--- config.mk ---
export PLATFORM = sky130hd
export DESIGN_NAME = axb_slot_ctrl
export DESIGN_NICKNAME = d
export VERILOG_FILES = /design/src/core/axb_pkg.sv /design/src/core/axb_slot_ctrl.sv
export SDC_FILE = /design/constraint.sdc
export NUM_CORES = 1
export LEC_CHECK = 0
export ABC_AREA = 1
export BUFFER_PORTS_ARGS = -buffer_cell sky130_fd_sc_hd__buf_2
export CAP_MARGIN = 25
export CORE_UTILIZATION = 30
export DETAILED_ROUTE_END_ITERATION = 6
export PLACE_DENSITY = 0.45
export SETUP_SLACK_MARGIN = 0.1
export SLEW_MARGIN = 5
export SYNTH_ARGS = -nofsm -noshare
export SYNTH_HDL_FRONTEND = slang
export SYNTH_SLANG_ARGS = --single-unit
--- constraint.sdc ---
create_clock -name mclk -period 5.2 [get_ports mclk]
set_input_delay 0.26 -clock mclk [delete_from_list [all_inputs] [get_ports mclk]]
set_output_delay 0.26 -clock mclk [all_outputs]
set_load 0.01 [all_outputs]
--- src/core/axb_pkg.sv ---
package axb_pkg;

   // Converter placed on a slot
   typedef enum logic [1:0] {
      CONV_NONE,
      CONV_SYNC,
      CONV_ASYNC
   } axb_conv_e;

   // Fixed transaction address width
   localparam int ADDR_W = 32;

   // Register byte offsets (one 32-bit word each)
   localparam logic [7:0] REG_CORE_RATIO = 8'h00;
   localparam logic [7:0] REG_ASYNC      = 8'h04;
   localparam logic [7:0] REG_CONV       = 8'h08;
   localparam logic [7:0] REG_PERIOD     = 8'h0c;
   localparam logic [7:0] REG_SI_BASE    = 8'h10;
   localparam logic [7:0] REG_MI_BASE    = 8'h20;
   localparam logic [7:0] REG_RNG_BASE   = 8'h40;
   localparam logic [7:0] REG_STRIDE     = 8'h04;
   localparam logic [7:0] RNG_STRIDE     = 8'h08;

   // Field positions
   localparam int RATIO_LSB  = 0;
   localparam int RATIO_W    = 16;
   localparam int TBITS_LSB  = 16;
   localparam int TBITS_W    = 4;
   localparam int BID_LSB    = 24;
   localparam int MI_ASY_LSB = 16;
   localparam int MI_CNV_LSB = 16;

   // Reset values and period count limit
   localparam logic [15:0] RATIO_RST = 16'h0001;
   localparam logic [31:0] BASE_RST  = 32'hffffffff;
   localparam logic [31:0] HIGH_RST  = 32'h00000000;
   localparam logic [15:0] CNT_MAX   = 16'hffff;

endpackage

--- src/core/axb_slot_ctrl.sv ---
// Behaviour
// All slot logic runs from the core clock
// Synchronous only for integer ratio up to 16; the ratio is not checked, any differing ratio gets the synchronous converter
// Ratios compared only when async flag clear
// Slave slot converter when async or ratio differs
// Master slot converter when async or ratio differs
// Flag clear, ratio differs: synchronous converter
// Flag set: asynchronous FIFO converter
// Unused range: base all ones, high zero
// Ranges 4k, power of two, aligned
// Used ranges never overlap
// Range legality not checked here
// Addresses are fixed 32 bits
// Address forwarded unchanged; range selects slot
// Master slot decodable through several ranges
// One endpoint region outstanding per slot thread
// Reordering masters drive distinct thread IDs
// Full ID is thread bits OR base
// Base ID low thread bits zero
// Responses routed back by base ID decode
// Zero thread bits: single ID, no sampling
// Cascaded IDs prefixed, responses returned upstream
// Master ID width at least one
// Unmatched address answered with decode error
//
// Added by the designer: the placing of the registers and register access over Wishbone.
module axb_slot_ctrl #(
   parameter int NS  = 2,
   parameter int NM  = 2,
   parameter int NR  = 2,
   parameter int IDW = 8,
   parameter int TW  = 4,
   parameter int CW  = 4
) (
   input  wire  logic                   mclk,
   input  wire  logic                   rstn,
   // Wishbone classic slave
   input  wire  logic                   wb_cyc_i,
   input  wire  logic                   wb_stb_i,
   input  wire  logic                   wb_we_i,
   input  wire  logic [7:0]             wb_adr_i,
   input  wire  logic [3:0]             wb_sel_i,
   input  wire  logic [31:0]            wb_dat_i,
   output logic                         wb_ack_o,
   output logic [31:0]                  wb_dat_o,
   // Request decode
   input  wire  logic                   req_valid,
   input  wire  logic [$clog2(NS)-1:0]  req_si,
   input  wire  logic [axb_pkg::ADDR_W-1:0] req_addr,
   input  wire  logic [TW-1:0]          req_thread,
   output logic                         fwd_valid,
   output logic [$clog2(NM)-1:0]        fwd_mi,
   output logic [axb_pkg::ADDR_W-1:0]   fwd_addr,
   output logic [IDW-1:0]               fwd_id,
   output logic [$clog2(NS)-1:0]        fwd_si,
   output logic                         req_decerr,
   output logic                         req_stall,
   // Completion of a forwarded transaction
   input  wire  logic                   cpl_valid,
   input  wire  logic [$clog2(NS)-1:0]  cpl_si,
   // Response routing
   input  wire  logic                   rsp_valid,
   input  wire  logic [IDW-1:0]         rsp_id,
   output logic                         rsp_route_valid,
   output logic [$clog2(NS)-1:0]        rsp_si,
   output logic                         rsp_miss,
   // Converter selection per slot
   output logic [NS-1:0][1:0]           conv_si,
   output logic [NM-1:0][1:0]           conv_mi,
   // Slot clock sampled for period measurement
   input  wire  logic                   link_clk
);

   // Derived widths
   localparam int SW = $clog2(NS);
   localparam int MW = $clog2(NM);
   localparam int NK = NM * NR;
   localparam int KW = $clog2(NK);
   localparam int TBITS_WX = axb_pkg::TBITS_W;

   typedef struct packed {
      // Configuration
      logic [15:0]                 core_ratio;
      logic [NS-1:0]               si_async;
      logic [NM-1:0]               mi_async;
      logic [NS-1:0][15:0]         si_ratio;
      logic [NS-1:0][TBITS_WX-1:0] si_tbits;
      logic [NS-1:0][IDW-1:0]      si_bid;
      logic [NM-1:0][15:0]         mi_ratio;
      logic [NK-1:0][31:0]         rbase;
      logic [NK-1:0][31:0]         rhigh;
      // Outstanding count and region per slave slot
      logic [NS-1:0][CW-1:0]       ocnt;
      logic [NS-1:0][KW-1:0]       oreg;
      // Registered outputs
      logic                        wb_ack;
      logic [31:0]                 wb_dat;
      logic                        fwd_valid;
      logic [MW-1:0]               fwd_mi;
      logic [31:0]                 fwd_addr;
      logic [IDW-1:0]              fwd_id;
      logic [SW-1:0]               fwd_si;
      logic                        decerr;
      logic                        stall;
      logic                        rsp_v;
      logic [SW-1:0]               rsp_si;
      logic                        rsp_miss;
      logic [NS-1:0][1:0]          conv_si;
      logic [NM-1:0][1:0]          conv_mi;
      // Slot clock sampling
      logic                        s1;
      logic                        s2;
      logic                        s3;
      logic                        lvl;
      logic [15:0]                 pcnt;
      logic [15:0]                 period;
   } axb_state_s;

   axb_state_s q;
   axb_state_s d;

   ////////////////////////////////////////////////////////////////////////////
   function automatic logic [1:0] conv_sel(input logic asy, input logic [15:0] r, input logic [15:0] c);
      // Ratio only matters for a synchronous slot
      if (asy)
         return 2'(axb_pkg::CONV_ASYNC);
      else if (r != c)
         return 2'(axb_pkg::CONV_SYNC);
      else
         return 2'(axb_pkg::CONV_NONE);
   endfunction

   function automatic logic [IDW-1:0] tmask(input logic [TBITS_WX-1:0] tb);
      logic [IDW-1:0] m;
      m = '0;
      for (int b = 0; b < IDW; b++)
         m[b] = (b < int'(tb));
      return m;
   endfunction

   function automatic logic [31:0] bmerge(input logic [31:0] o, input logic [31:0] n, input logic [3:0] s);
      logic [31:0] r;
      r = o;
      for (int b = 0; b < 4; b++)
         if (s[b]) r[8*b +: 8] = n[8*b +: 8];
      return r;
   endfunction

   function automatic axb_state_s rst_state();
      axb_state_s r;
      r = '0;
      r.core_ratio = axb_pkg::RATIO_RST;
      for (int i = 0; i < NS; i++) begin
         r.si_ratio[i] = axb_pkg::RATIO_RST;
         // Distinct base ids keep slots separable out of reset
         r.si_bid[i]   = IDW'(i);
      end
      for (int i = 0; i < NM; i++)
         r.mi_ratio[i] = axb_pkg::RATIO_RST;
      for (int k = 0; k < NK; k++) begin
         r.rbase[k] = axb_pkg::BASE_RST;
         r.rhigh[k] = axb_pkg::HIGH_RST;
      end
      return r;
   endfunction

   ////////////////////////////////////////////////////////////////////////////
   always_comb begin
      logic [31:0]    rd;
      logic [31:0]    wv;
      logic           hit;
      logic [KW-1:0]  hk;
      logic           busy;
      logic [NS-1:0]  inc;
      logic [NS-1:0]  dec;
      logic           rhit;
      logic [SW-1:0]  rsi;
      rd   = '0;
      wv   = '0;
      hit  = 1'b0;
      hk   = '0;
      busy = 1'b0;
      inc  = '0;
      dec  = '0;
      rhit = 1'b0;
      rsi  = '0;
      // Pulses default low, all other state holds
      d    = q;
      d.wb_ack    = 1'b0;
      d.fwd_valid = 1'b0;
      d.decerr    = 1'b0;
      d.stall     = 1'b0;
      d.rsp_v     = 1'b0;
      d.rsp_miss  = 1'b0;

      // Register access; unmapped reads zero, writes dropped
      if (wb_cyc_i && wb_stb_i && !q.wb_ack) begin
         d.wb_ack = 1'b1;
         if (wb_adr_i == axb_pkg::REG_CORE_RATIO)
            rd = {16'h0000, q.core_ratio};
         if (wb_adr_i == axb_pkg::REG_ASYNC)
            rd = 32'(q.si_async) | (32'(q.mi_async) << axb_pkg::MI_ASY_LSB);
         if (wb_adr_i == axb_pkg::REG_CONV)
            rd = 32'(q.conv_si) | (32'(q.conv_mi) << axb_pkg::MI_CNV_LSB);
         if (wb_adr_i == axb_pkg::REG_PERIOD)
            rd = {16'h0000, q.period};
         for (int i = 0; i < NS; i++)
            if (wb_adr_i == 8'(axb_pkg::REG_SI_BASE + axb_pkg::REG_STRIDE * i))
               rd = (32'(q.si_bid[i]) << axb_pkg::BID_LSB) |
                    (32'(q.si_tbits[i]) << axb_pkg::TBITS_LSB) | 32'(q.si_ratio[i]);
         for (int i = 0; i < NM; i++)
            if (wb_adr_i == 8'(axb_pkg::REG_MI_BASE + axb_pkg::REG_STRIDE * i))
               rd = 32'(q.mi_ratio[i]);
         for (int k = 0; k < NK; k++) begin
            if (wb_adr_i == 8'(axb_pkg::REG_RNG_BASE + axb_pkg::RNG_STRIDE * k))
               rd = q.rbase[k];
            if (wb_adr_i == 8'(axb_pkg::REG_RNG_BASE + axb_pkg::RNG_STRIDE * k + axb_pkg::REG_STRIDE))
               rd = q.rhigh[k];
         end
         d.wb_dat = wb_we_i ? 32'h00000000 : rd;
         if (wb_we_i) begin
            wv = bmerge(rd, wb_dat_i, wb_sel_i);
            // Range legality is the configuring party's duty
            if (wb_adr_i == axb_pkg::REG_CORE_RATIO)
               d.core_ratio = wv[axb_pkg::RATIO_LSB +: axb_pkg::RATIO_W];
            if (wb_adr_i == axb_pkg::REG_ASYNC) begin
               d.si_async = wv[NS-1:0];
               d.mi_async = wv[axb_pkg::MI_ASY_LSB +: NM];
            end
            for (int i = 0; i < NS; i++)
               if (wb_adr_i == 8'(axb_pkg::REG_SI_BASE + axb_pkg::REG_STRIDE * i)) begin
                  d.si_ratio[i] = wv[axb_pkg::RATIO_LSB +: axb_pkg::RATIO_W];
                  d.si_tbits[i] = wv[axb_pkg::TBITS_LSB +: axb_pkg::TBITS_W];
                  d.si_bid[i]   = wv[axb_pkg::BID_LSB +: IDW];
               end
            for (int i = 0; i < NM; i++)
               if (wb_adr_i == 8'(axb_pkg::REG_MI_BASE + axb_pkg::REG_STRIDE * i))
                  d.mi_ratio[i] = wv[axb_pkg::RATIO_LSB +: axb_pkg::RATIO_W];
            for (int k = 0; k < NK; k++) begin
               if (wb_adr_i == 8'(axb_pkg::REG_RNG_BASE + axb_pkg::RNG_STRIDE * k))
                  d.rbase[k] = wv;
               if (wb_adr_i == 8'(axb_pkg::REG_RNG_BASE + axb_pkg::RNG_STRIDE * k + axb_pkg::REG_STRIDE))
                  d.rhigh[k] = wv;
            end
         end
      end

      // Converter choice, re-evaluated every cycle
      for (int i = 0; i < NS; i++)
         d.conv_si[i] = conv_sel(q.si_async[i], q.si_ratio[i], q.core_ratio);
      for (int i = 0; i < NM; i++)
         d.conv_mi[i] = conv_sel(q.mi_async[i], q.mi_ratio[i], q.core_ratio);

      // Address decode; lowest range index wins, unused never matches
      for (int k = NK - 1; k >= 0; k--)
         if (req_addr >= q.rbase[k] && req_addr <= q.rhigh[k]) begin
            hit = 1'b1;
            hk  = KW'(k);
         end
      // A full counter stalls too, so the count never wraps
      // Per-slot tracking is stricter than per thread, trading concurrency for size
      busy = (q.ocnt[req_si] != '0 && q.oreg[req_si] != hk) || (&q.ocnt[req_si]);
      // Completion and forward in one cycle both apply
      for (int i = 0; i < NS; i++)
         dec[i] = cpl_valid && (cpl_si == SW'(i)) && (q.ocnt[i] != '0);
      if (req_valid) begin
         if (!hit)
            d.decerr = 1'b1;
         else if (busy)
            d.stall = 1'b1;
         else begin
            d.fwd_valid = 1'b1;
            d.fwd_mi    = MW'(int'(hk) / NR);
            d.fwd_addr  = req_addr;
            d.fwd_si    = req_si;
            // Thread bits above the slot width are not sampled
            d.fwd_id    = q.si_bid[req_si] |
                          (IDW'(req_thread) & tmask(q.si_tbits[req_si]));
            d.oreg[req_si] = hk;
            inc[req_si] = 1'b1;
         end
      end
      for (int i = 0; i < NS; i++)
         d.ocnt[i] = q.ocnt[i] + CW'(inc[i]) - CW'(dec[i]);

      // Response routing by base ID and thread width
      for (int i = NS - 1; i >= 0; i--)
         if ((rsp_id & ~tmask(q.si_tbits[i])) == q.si_bid[i]) begin
            rhit = 1'b1;
            rsi  = SW'(i);
         end
      if (rsp_valid) begin
         d.rsp_v    = rhit;
         d.rsp_si   = rsi;
         d.rsp_miss = !rhit;
      end

      // Slot clock: three stages, change taken when stages two and three agree
      d.s1 = link_clk;
      d.s2 = q.s1;
      d.s3 = q.s2;
      if (q.s2 == q.s3)
         d.lvl = q.s3;
      // Period count saturates when the slot clock stops; period keeps its last value
      if (q.pcnt != axb_pkg::CNT_MAX)
         d.pcnt = q.pcnt + 16'h0001;
      if (q.s2 == q.s3 && q.s3 && !q.lvl) begin
         d.period = q.pcnt;
         d.pcnt   = 16'h0001;
      end
   end

   // Synchronous reset restores the whole configuration
   always_ff @(posedge mclk) begin
      if (!rstn)
         q <= rst_state();
      else
         q <= d;
   end

   ////////////////////////////////////////////////////////////////////////////
   // Bus side
   assign wb_ack_o        = q.wb_ack;
   assign wb_dat_o        = q.wb_dat;

   // Request side
   assign fwd_valid       = q.fwd_valid;
   assign fwd_mi          = q.fwd_mi;
   assign fwd_addr        = q.fwd_addr;
   assign fwd_id          = q.fwd_id;
   assign fwd_si          = q.fwd_si;
   assign req_decerr      = q.decerr;
   assign req_stall       = q.stall;

   // Response side
   assign rsp_route_valid = q.rsp_v;
   assign rsp_si          = q.rsp_si;
   assign rsp_miss        = q.rsp_miss;

   // Converter codes
   assign conv_si         = q.conv_si;
   assign conv_mi         = q.conv_mi;

endmodule

==> metrics.yaml <==
synth.area.top_cells: "dfxtp_1, ha_1, a21oi_1, nand2_1, inv_1"
power.total_mw: 9.47
grt_max_degree: 131
grt_pass1_wl_um: 174000
cpMaxStageDelayCell: "nor3_1"
clock.fmax_mhz: 233
status: "complete, no violations"
cts_max_level: 3
slew_headroom_pct: 32.6
endpoint_kind: "flop"
finalWorstSetupSlack_ns: 0.908
dieArea_um2: 98800
whs_path_depth: 3
drive_above_1_share_pct: 10.7
ant_nets: 0
wl_per_cell_um: 21.8
worstSkewPairLatency_ns: 0.62
num_rows: 114
tritoncts: "yes"
finalMaxSlewViolations: 0
syn2layout_area_growth_pct: 13.5
initial_core_util_pct: 30.3
synth_cells: 4123
syn_nets: 4492
clock_sinks: 501
leakagePower_nw: 15.2
cts_buffers: 67
cts_setup_buffers: 0
worstRegToRegCells: 21
hold_viol: 0
routed_wl_um: 120000
worst_slew_pin_slew_ns: 1.01
arrival_ns: 4.76
crit_path_frequent_cell: "nand2_1"
synth_ff_type: "dfxtp_1"
yosysTopAreaCell: "dfxtp_1"
crit_fanout: 6
firstDrtPassIters: 6
grt.overflow.total: 0
finalNonFillerCells: 5494
die_h_um: 314
yosysSeqAreaShare_pct: 34.3
min_from: "req_addr[21]"
worstPathRequired_ns: 5.67
grt_usage_pct: 23.9
path_clk_slew_ns: 0.05
dp.cells: 5366
r2r-start: "q[276]$_SDFFE_PN1P_"
synth_cell_types: 56
cap_violations: 0
skew_ns: 0.0250
viasPerCell: 5.01
yosys_warnings: 0
syn_area_um2: 29300
worstSetupPathType: "flop to flop"
synth_edf_count: 0
max-vdd-ir-drop_v: 0.000189
ctsResizeCount: 0
fp.dieW_um: 314
drcViolationCount: 0
crit_path_cell_trace: "inv_1, ha_1, nand2_1, inv_1, nand3_1, nor3_1, nand4_1, nand3_1, nand2_1, nand3_1, nand2_1, nand2_1, nand3_1, nand2_1, nand4_2, ha_1, inv_1, ha_1, fa_1, xnor2_1, nor2_1"
r2r-end: "q[135]$_SDFF_PN0_"
gp_congestion: 0.906
fin_setup_tns_ns: 0
first_iter_violations: 2037
holdBufCountCts: 7
grt_antenna_before_repair: 7
post-place-ws_ns: 0.764
final_nets: 4535
async_flop_share_pct: 0
grt_pass1_vias: 25900
io_pins: 188
min_to: "fwd_addr[21]$_SDFFE_PN0P_"
setup_viol: 0
slowest_delay_ns: 0.61
dp_hpwl_um: 87200
powerDensity_nw_per_um2: 285
core-area_um2: 96700
rsz0062_at_grt: "false"
clockBufferDepth: 3
start_kind: "flop"
hp-class: "input port to flop"
cts_root_buf: "clkbuf_16"
rrSetupSlack_ns: 0.91
vias: 27500
fin_crit_sh_pct: 82.5
avgSynthCellArea_um2: 7.10
port_buffers: 187
yosysTopAreaCellShare_pct: 34.3
period_needed_ns: 4.29
ys_ff_latch: 501
==> power breakdown <==
group | switching, mW | internal [mW]
registers | 0.0155 | 3.87
logic | 0.556 | 0.234
clock network | 1.88 | 2.91
==> worst max path at each step <==
stage / from / to / slack (ns) / depth (start not counted)
after floorplan: q[296]$_SDFFE_PN1P_ / q[135]$_SDFF_PN0_ / 2.02 / 21
after global placement: req_addr[15] / q[135]$_SDFF_PN0_ / 0.52 / 21
after detailed placement: req_addr[11] / q[135]$_SDFF_PN0_ / 0.76 / 21
after CTS: q[276]$_SDFFE_PN1P_ / q[135]$_SDFF_PN0_ / 0.91 / 21
after global routing: q[276]$_SDFFE_PN1P_ / q[135]$_SDFF_PN0_ / 0.64 / 21
final: q[276]$_SDFFE_PN1P_ / q[135]$_SDFF_PN0_ / 0.91 / 21
==> cell type report <==
type | count | area, µm²
repair buffers | 247 | 1460
inverters | 531 | 2000
well taps | 1276 | 1600
diodes | 2 | 5.00
flip-flops and latches | 501 | 10000
clock inverters | 21 | 248
fillers | 10500 | 63500
multi-input cells | 2818 | 15900
clock buffers | 98 | 2000
==> per-stage QoR <==
step                area (µm²)  hold slack (ns)  utilization (%)
CTS                      33200           0.0111             34.3
detailed placement       30900            0.403             31.9
finish                   33200           0.0445             34.3
global placement         30800            0.407             31.9
global route             33200           0.0388             34.3
floorplan                29300            0.354                -
==> state kept, by name (all words and copies together) (netlist names) <==
register,flops
wb_ack_o,1
conv_si,4
conv_mi,4
wb_dat_o,32
req_decerr,1
rsp_si,1
req_stall,1
fwd_si,1
d,2
fwd_id,8
rsp_miss,1
fwd_mi,1
fwd_valid,1
fwd_addr,32
rsp_route_valid,1
q,410
==> worst max-delay path, delay by kind of cell, from the launching register on <==
family | cells | cell delay, ns
buffers and inverters | 3 | 0.17
flip-flops | 1 | 0.36
XOR/XNOR | 1 | 0.16
adder cells (fa/ha/maj) | 4 | 1.22
AND/OR/NAND/NOR | 13 | 2.25
==> cell families (layout without fill, tap and decap cells) <==
logic type | after synthesis | after routing | share of synthesized area [%]
adder cells (fa/ha/maj) | 270 | 270 | 11.6
AND/OR/NAND/NOR | 1369 | 1369 | 20.2
other | 0 | 2 | 0
flip-flops | 501 | 501 | 34.3
AO/OA/AOI/OAI | 1129 | 1129 | 20.7
buffers and inverters | 804 | 897 | 11.8
multiplexers | 1 | 1 | 0.0470
XOR/XNOR | 49 | 49 | 1.47
==> synth_stat cells (all sizes together), types with 14 or more instances <==
cell type / n
nand2: 785
a21oi: 591
inv: 524
dfxtp: 501
o21ai: 416
nor2: 269
ha: 268
nand3: 163
buf: 137
clkbuf: 136
nand4: 58
nor3: 41
nor4: 29
o2111ai: 27
o211ai: 25
xnor2: 25
xor2: 24
or2: 18
o21a: 14
==> metal layers <==
| metal | track usage [%] | share of wire (%) |
|---|---|---|
| met1 | 31.4 | 45 |
| met2 | 39.3 | 46 |
| met3 | 4.22 | 5.6 |
| met4 | 7.73 | 3.2 |
| met5 | 0 | 0.042 |
==> cells in the final DEF, fill, tap and decap left out, types with 13 or more instances in the layout <==
cell type and count:
a21oi_1 591, buf_2 186, buf_4 49, clkbuf_1 15
clkbuf_16 71, dfxtp_1 501, ha_1 268, inv_1 505
inv_2 18, nand2_1 772, nand3_1 160, nand4_1 54
nor2_1 248, nor3_1 33, nor4_1 24, o2111ai_1 27
o211ai_1 25, o21a_1 14, o21ai_0 343, o21ai_1 62
o22ai_1 13, or2_2 18, xnor2_1 25, xor2_1 24
Power figures use the tool's default switching activity.
